==> src/rtl/slave_state_defs.svh <==
// Register offsets, field positions, codes and sizes of the slave state block
// ==========================================
// Operation
// The block has five operating states and tries to enter whichever one the master asks for.
// A failed state change sets the error indication and leaves the block in its previous state.
// The master may ask to clear the error indication; the state then reads back without it.
// The current state is always readable and is kept apart from the last requested state.
// Each port reports carrier present and open or closed, in any of the four combinations.
// With a mailbox, channel 0 carries master-written and channel 1 master-read mailbox data.
// Channel 2 carries process data out from the master and channel 3 process data back.
// The block accepts a file written by the master and returns the stored file when read.
// The block delivers its object list on request through the information service.
// State moves only on a request, and the error shows with the state in one status word.
`ifndef SLAVE_STATE_DEFS_SVH
`define SLAVE_STATE_DEFS_SVH

// ==========================================
// Register word addresses (byte address / 4)
`define REG_CONTROL 4'h0
`define REG_STATUS 4'h1
`define REG_REQUESTED 4'h2
`define REG_PORTS 4'h3
`define REG_CHANNELS 4'h4
`define REG_FILE_ADDR 4'h5
`define REG_FILE_DATA 4'h6
`define REG_OBJ_INDEX 4'h7
`define REG_OBJ_DATA 4'h8
`define REG_IRQ_STATUS 4'h9
`define REG_IRQ_MASK 4'hA

// ==========================================
// Status and control field positions
`define CTRL_REQ_VALID 8
`define CTRL_CLEAR_ERR 9
`define CTRL_FAIL 10
`define STAT_ERR_BIT 4
`define STATE_W 4

// ==========================================
// State codes
`define ST_INIT 4'h1
`define ST_PRE_OPER 4'h2
`define ST_BOOT 4'h3
`define ST_SAFE_OPER 4'h4
`define ST_OPER 4'h8

// ==========================================
// Channel roles and sizes
`define CH_MBX_WRITE 8'h01
`define CH_MBX_READ 8'h02
`define CH_PD_OUT 8'h03
`define CH_PD_IN 8'h04
`define FILE_DEPTH 16
`define FILE_AW 4
`define OBJ_COUNT 4
`define OBJ_AW 2
`define IRQ_W 4
`define IRQ_STATE 0
`define IRQ_ERROR 1
`define IRQ_PORT 2
`define IRQ_FILE 3

`endif

==> src/rtl/slave_state_pkg.sv <==
// Types shared by the slave state block
package slave_state_pkg;
    typedef struct packed {
        logic [3:0] carrier;
        logic [3:0] open;
    } port_status_t;
    typedef enum logic [1:0] {
        chg_idle,
        chg_wait
    } chg_state_t;
endpackage
==> src/rtl/slave_state.sv <==
// Application state control, port status, file and object list access for a slave
//
// The implementer's own choices: the register addresses and the Avalon-MM slave port.
`timescale 1ns/10ps
`default_nettype none
`include "slave_state_defs.svh"

module slave_state (
    // Clock and reset
    input wire logic clk,
    input wire logic reset,
    // Avalon-MM slave
    input wire logic [3:0] avs_address,
    input wire logic avs_read,
    input wire logic avs_write,
    input wire logic [31:0] avs_writedata,
    output logic [31:0] avs_readdata,
    output logic avs_waitrequest,
    // Port link status pins
    input wire slave_state_pkg::port_status_t port_pins,
    // Interrupt
    output logic irq
);
    import slave_state_pkg::*;

    // Valid state code check, used by request decode and assertions
    function automatic logic legal_state(input logic [3:0] s);
        legal_state = (s == `ST_INIT) || (s == `ST_PRE_OPER) || (s == `ST_BOOT) ||
                      (s == `ST_SAFE_OPER) || (s == `ST_OPER);
    endfunction

    // Allowed direct transition; anything else counts as failed
    function automatic logic allowed_move(input logic [3:0] from, input logic [3:0] to);
        allowed_move = (to == `ST_INIT) || (from == to) ||
                       (from == `ST_INIT && (to == `ST_PRE_OPER || to == `ST_BOOT)) ||
                       (from == `ST_PRE_OPER && to == `ST_SAFE_OPER) ||
                       (from == `ST_SAFE_OPER && (to == `ST_OPER || to == `ST_PRE_OPER)) ||
                       (from == `ST_OPER && (to == `ST_SAFE_OPER || to == `ST_PRE_OPER));
    endfunction

    // ==========================================
    // Port pin synchronisers
    port_status_t port_meta_r, port_sync_r, port_prev_r;
    generate
        for (genvar i = 0; i < 1; i++) begin : g_sync
            // Two flops before any logic reads the pins
            always_ff @(posedge clk or posedge reset) begin
                if (reset) begin
                    port_meta_r <= '0;
                    port_sync_r <= '0;
                    port_prev_r <= '0;
                end else begin
                    port_meta_r <= port_pins;
                    port_sync_r <= port_meta_r;
                    port_prev_r <= port_sync_r;
                end
            end
        end
    endgenerate

    // ==========================================
    // Bus decode; single-cycle answer, waitrequest low on the first cycle
    logic wr_en, rd_en;
    assign avs_waitrequest = 1'b0;
    assign wr_en = avs_write;
    assign rd_en = avs_read;

    // ==========================================
    // State machine registers
    logic [3:0] cur_r, cur_nxt;
    logic [3:0] req_r, req_nxt;
    logic err_r, err_nxt;
    logic fail_r, fail_nxt;
    chg_state_t chg_r, chg_nxt;
    logic state_ev, err_ev;

    // Requests wait one cycle so a fail flag written with them applies
    always_comb begin
        cur_nxt = cur_r;
        req_nxt = req_r;
        err_nxt = err_r;
        fail_nxt = fail_r;
        chg_nxt = chg_r;
        state_ev = 1'b0;
        err_ev = 1'b0;
        case (chg_r)
            chg_idle: begin
                if (wr_en && avs_address == `REG_CONTROL) begin
                    fail_nxt = avs_writedata[`CTRL_FAIL];
                    if (avs_writedata[`CTRL_CLEAR_ERR])
                        err_nxt = 1'b0;
                    if (avs_writedata[`CTRL_REQ_VALID] &&
                        legal_state(avs_writedata[`STATE_W-1:0])) begin
                        req_nxt = avs_writedata[`STATE_W-1:0];
                        chg_nxt = chg_wait;
                    end
                end
            end
            chg_wait: begin
                chg_nxt = chg_idle;
                if (fail_r || !allowed_move(cur_r, req_r)) begin
                    err_nxt = 1'b1; // keep prior state
                    err_ev = 1'b1;
                end else if (cur_r != req_r) begin
                    cur_nxt = req_r; // only on request
                    state_ev = 1'b1;
                end
            end
            default: chg_nxt = chg_idle;
        endcase
    end

    // Register the state machine
    always_ff @(posedge clk or posedge reset) begin
        if (reset) begin
            cur_r <= `ST_INIT;
            req_r <= `ST_INIT;
            err_r <= 1'b0;
            fail_r <= 1'b0;
            chg_r <= chg_idle;
        end else begin
            cur_r <= cur_nxt;
            req_r <= req_nxt;
            err_r <= err_nxt;
            fail_r <= fail_nxt;
            chg_r <= chg_nxt;
        end
    end

    // ==========================================
    // File store and object list
    logic [31:0] file_mem [`FILE_DEPTH];
    logic [`FILE_AW-1:0] faddr_r, faddr_nxt;
    logic [`OBJ_AW-1:0] oidx_r, oidx_nxt;
    logic file_ev;

    // Object list: index of each entry, fixed in hardware
    function automatic logic [31:0] obj_entry(input logic [`OBJ_AW-1:0] i);
        case (i)
            2'h0: obj_entry = 32'h0000_1000;
            2'h1: obj_entry = 32'h0000_1018;
            2'h2: obj_entry = 32'h0000_1C00;
            default: obj_entry = 32'h0000_1C13;
        endcase
    endfunction

    // File pointer auto-increments on each data access
    always_comb begin
        faddr_nxt = faddr_r;
        oidx_nxt = oidx_r;
        file_ev = 1'b0;
        if (wr_en && avs_address == `REG_FILE_ADDR)
            faddr_nxt = avs_writedata[`FILE_AW-1:0];
        else if ((wr_en || rd_en) && avs_address == `REG_FILE_DATA) begin
            faddr_nxt = faddr_r + 1'b1;
            file_ev = wr_en && (faddr_r == `FILE_AW'(`FILE_DEPTH - 1));
        end
        if (wr_en && avs_address == `REG_OBJ_INDEX)
            oidx_nxt = avs_writedata[`OBJ_AW-1:0];
        else if (rd_en && avs_address == `REG_OBJ_DATA)
            oidx_nxt = oidx_r + 1'b1;
    end

    // Pointers
    always_ff @(posedge clk or posedge reset) begin
        if (reset) begin
            faddr_r <= '0;
            oidx_r <= '0;
        end else begin
            faddr_r <= faddr_nxt;
            oidx_r <= oidx_nxt;
        end
    end

    // File memory has no reset; contents are whatever the master last wrote
    always_ff @(posedge clk) begin
        if (wr_en && avs_address == `REG_FILE_DATA)
            file_mem[faddr_r] <= avs_writedata;
    end

    // ==========================================
    // Interrupts: sticky status, cleared by reading it; set wins over clear
    logic [`IRQ_W-1:0] irq_stat_r, irq_stat_nxt, irq_mask_r, irq_mask_nxt, ev;
    always_comb begin
        ev = '0;
        ev[`IRQ_STATE] = state_ev;
        ev[`IRQ_ERROR] = err_ev;
        ev[`IRQ_PORT] = port_sync_r != port_prev_r;
        ev[`IRQ_FILE] = file_ev;
        irq_stat_nxt = irq_stat_r;
        if (rd_en && avs_address == `REG_IRQ_STATUS)
            irq_stat_nxt = '0;
        irq_stat_nxt = irq_stat_nxt | ev;
        irq_mask_nxt = irq_mask_r;
        if (wr_en && avs_address == `REG_IRQ_MASK)
            irq_mask_nxt = avs_writedata[`IRQ_W-1:0];
    end

    // Interrupt registers
    always_ff @(posedge clk or posedge reset) begin
        if (reset) begin
            irq_stat_r <= '0;
            irq_mask_r <= '0;
        end else begin
            irq_stat_r <= irq_stat_nxt;
            irq_mask_r <= irq_mask_nxt;
        end
    end
    assign irq = |(irq_stat_r & irq_mask_r);

    // ==========================================
    // Read data mux; answer is combinational while avs_read is high, then held by a register
    logic [31:0] rdata_nxt, rdata_r;
    always_comb begin
        rdata_nxt = '0;
        case (avs_address)
            `REG_CONTROL: rdata_nxt = {21'h0, fail_r, 10'h0};
            `REG_STATUS: rdata_nxt = {27'h0, err_r, cur_r};
            `REG_REQUESTED: rdata_nxt = {28'h0, req_r};
            `REG_PORTS: rdata_nxt = {24'h0, port_sync_r};
            `REG_CHANNELS: rdata_nxt = {`CH_PD_IN, `CH_PD_OUT, `CH_MBX_READ,
                                        `CH_MBX_WRITE};
            `REG_FILE_ADDR: rdata_nxt = {28'h0, faddr_r};
            `REG_FILE_DATA: rdata_nxt = file_mem[faddr_r];
            `REG_OBJ_INDEX: rdata_nxt = {30'h0, oidx_r};
            `REG_OBJ_DATA: rdata_nxt = obj_entry(oidx_r);
            `REG_IRQ_STATUS: rdata_nxt = {28'h0, irq_stat_r};
            `REG_IRQ_MASK: rdata_nxt = {28'h0, irq_mask_r};
            default: rdata_nxt = '0;
        endcase
    end

    // Readdata register; keeps the last answer once the read ends, the mux drives readdata during the read
    always_ff @(posedge clk or posedge reset) begin
        if (reset)
            rdata_r <= '0;
        else if (rd_en)
            rdata_r <= rdata_nxt;
    end
    assign avs_readdata = rd_en ? rdata_nxt : rdata_r;
endmodule // slave_state
`default_nettype wire

==> config.mk <==
export PLATFORM = sky130hd
export DESIGN_NAME = slave_state
export DESIGN_NICKNAME = d
export VERILOG_FILES = /design/src/rtl/slave_state_pkg.sv /design/src/rtl/slave_state.sv
export VERILOG_INCLUDE_DIRS = /design/src /design/src/rtl
export SDC_FILE = /design/constraint.sdc
export NUM_CORES = 1
export LEC_CHECK = 0
export BUFFER_PORTS_ARGS = -buffer_cell sky130_fd_sc_hd__buf_2
export CAP_MARGIN = 20
export CORE_MARGIN = 2
export CORE_UTILIZATION = 60
export DETAILED_ROUTE_END_ITERATION = 7
export PLACE_DENSITY = 0.87
export SKIP_LAST_GASP = 1
export SYNTH_ARGS = -nofsm -noshare
export SYNTH_HDL_FRONTEND = slang
export SYNTH_SLANG_ARGS = --single-unit
==> constraint.sdc <==
create_clock -name clk -period 10.42 [get_ports clk]
set_clock_uncertainty 0.05 [all_clocks]
set_input_delay 2.084 -clock clk [delete_from_list [all_inputs] [get_ports clk]]
set_output_delay 2.084 -clock clk [all_outputs]
set_load 0.01 [all_outputs]
==> flow_summary.json <==
{
  "synth_top_area_share_pct": 66.43,
  "timing.hold.ws_ps": 297.7,
  "placed_cells": 1699,
  "critical-path-max-stage-delay_ps": 740,
  "grt_util_all_layers_pct": 27.28,
  "cts_setup_buffers": 0,
  "antenna_found_initial": 5,
  "min_to": "port_sync_r[7]$_DFF_PP0_",
  "path_buf_inv": 4,
  "cts.sinks": 593,
  "synth_area_leaders": "edfxtp_1, mux4_2, dfrtp_1, mux2i_1, nor2_1",
  "first_global_vias": 12414,
  "dp_hpwl_um": 28530,
  "viasPerCell": 6.549,
  "final_area_um2": 26080,
  "synthToLayoutAreaGrowth_pct": 12.68,
  "pre_cts_slack_ps": 3562,
  "power_leakage_nw": 8.772,
  "n_fill_cell": 2274,
  "multi_input_area_um2": 5453,
  "start_util_pct": 61.16,
  "synth_edf_count": 512,
  "setup_tns_ps": 0,
  "firstDrtPassIters": 5,
  "io_pins": 82,
  "clkTransAtPathRegs_ps": 60,
  "layout_common_cells": "edfxtp_1, mux4_2, buf_2",
  "synth_warnings": 0,
  "syn_inst": 1143,
  "ys_ff_latch": 593,
  "fin_total_pwr_mw": 5.636,
  "maxSlewHeadroom_pct": 25.13,
  "fp.dieH_um": 200.4,
  "fmax_mhz": 144.1,
  "tightest_slew_ps": 1123,
  "layout.nets": 1300,
  "cp_top_family": "simple AND/OR/NAND/NOR gates",
  "drc": 0,
  "crit_slowest_cell": "nand3b_1",
  "cp_cell_sequence": "buf_2 -> nor4bb_1 -> buf_4 -> nand3b_1 -> buf_4 -> or2_1 -> o2111ai_1 -> buf_2",
  "critPathCaptureType": "output pin",
  "cts_buffer_depth": 3,
  "clkLatencyLatePin_ps": 600,
  "final_antenna_net_count": 0,
  "critical_path_arrival_ps": 4810,
  "post_synth.cell_area_avg_um2": 20.25,
  "wire_per_inst_um": 29.75,
  "routed_wl_um": 53760,
  "min_delay_path_depth": 0,
  "die_w_um": 200.4,
  "min_from": "port_meta_r[7]$_DFF_PP0_",
  "core_um2": 37840,
  "final_util_pct": 68.91,
  "reg2reg_to": "file_mem[10][8]$_DFFE_PP_",
  "clockRootBuffer": "clkbuf_16",
  "hp-class": "register to register",
  "cts_tree": "yes",
  "final-setup-viol-count": 0,
  "maxCapViolations": 0,
  "num_vias": 11834,
  "critPathMaxFanout": 17,
  "drive_gt1_share_pct": 28.10,
  "ir_drop_v": 0.0001745,
  "worstPathRequired_ps": 8290,
  "r2r_start": "faddr_r[1]$_DFFE_PP0P_",
  "htree_levels": 2,
  "grt_overflow_total": 0,
  "worst_slack_ps": 3481,
  "status": "finished, final reports clean",
  "fin_crit_ps": 6939,
  "power_density_nw_per_um2": 216.1,
  "seqCellArea_um2": 17420,
  "r2r_slack_ps": 6340,
  "cts_made_buffers": 55,
  "post-route-period-util_pct": 66.59,
  "syn_nets": 1198,
  "syn_area_um2": 23140,
  "slew_viol_final": 0,
  "portBuffers": 80,
  "crit_cells": 8,
  "synthArstFlopShare_pct": 13.66,
  "ctsHoldBuffers": 0,
  "placed_area_um2": 24160,
  "cts_resized": 0,
  "grt_pass1_wl_um": 79600,
  "finalWeightedCongestion": 0.9165,
  "rsz0062_at_grt": "no",
  "timing.final.hold_violations": 0,
  "drt-initial-drc-count": 1145,
  "synth_top_cell_by_area": "edfxtp_1",
  "die-area_um2": 40160,
  "num_rows": 71,
  "rr_worst_depth": 5,
  "stdcell_count": 1807,
  "final_common_cell": "edfxtp_1",
  "grt_max_degree": 72,
  "ys_types": 66,
  "ys.flop_type": "edfxtp_1",
  "ys_seq_area_share_pct": 75.20,
  "cp-start-kind": "primary input",
  "critPathKind": "primary input to output pin"
}
==> area by class of cell <==
class / count / area share (%)
sequential: 593 / 66.78
multi-input combinational: 476 / 20.91
clock buffer: 76 / 5.930
tap: 511 / 2.452
timing repair buffer: 108 / 2.341
clock inverter: 28 / 1.391
inverter: 11 / 0.1631
antenna: 4 / 0.03838
==> cell families after synthesis <==
group,Yosys count,share of synthesized area [%]
compound gates,111,3.206
simple gates,132,2.817
other cells,1,0.01620
xor+xnor,15,0.5676
flops,593,75.20
fa+ha+maj,7,0.3784
buf+inv,74,1.719
mux,210,16.10
==> Yosys cell counts (7+ instances only) <==
cell	number
a21oi_1	27
buf_2	22
buf_4	12
clkbuf_1	15
dfrtp_1	79
edfxtp_1	512
ha_1	7
inv_1	9
mux2_1	11
mux2_2	7
mux2i_1	64
mux4_2	128
nand2_1	27
nor2_1	51
nor2b_1	10
nor3_1	8
o21ai_1	28
xor2_1	13
==> how the worst max path moves through the flow <==
stage	to	start	slack (ps)
2_1_floorplan	file_mem[2][0]$_DFFE_PP_	avs_address[3]	4880
3_3_place_gp	avs_readdata[2]	avs_address[2]	3630
3_5_place_dp	avs_readdata[2]	avs_address[2]	3560
4_1_cts	avs_readdata[2]	avs_address[2]	3530
5_1_grt	avs_readdata[2]	avs_address[2]	3330
6_report	avs_readdata[2]	avs_address[2]	3480
==> registers in the layout, indices dropped and copies added, names as in the netlist <==
register,cells
oidx_r,2
req_r,4
file_mem,512
port_prev_r,8
fail_r,1
irq_stat_r,4
faddr_r,4
cur_r,4
rdata_r,32
irq_mask_r,4
port_sync_r,8
chg_r,1
port_meta_r,8
err_r,1
==> metal layers <==
layer / track usage [%] / routed length, um / vias up
li1: - / - / 4853
met1: 35.92 / 19690 / 6062
met2: 43.89 / 26480 / 744
met3: 6.785 / 5284 / 173
met4: 12.12 / 2283 / 2
met5: 0 / 13 / -
==> power breakdown <==
group | switching [mW] | leakage, nW | total [mW] | internal (mW)
combinational | 0.405 | 2.21 | 0.800 | 0.395
clock | 0.883 | 0.933 | 2.10 | 1.22
sequential | 0.111 | 5.63 | 2.73 | 2.62
Note: power is estimated with default switching activity, not from simulation.
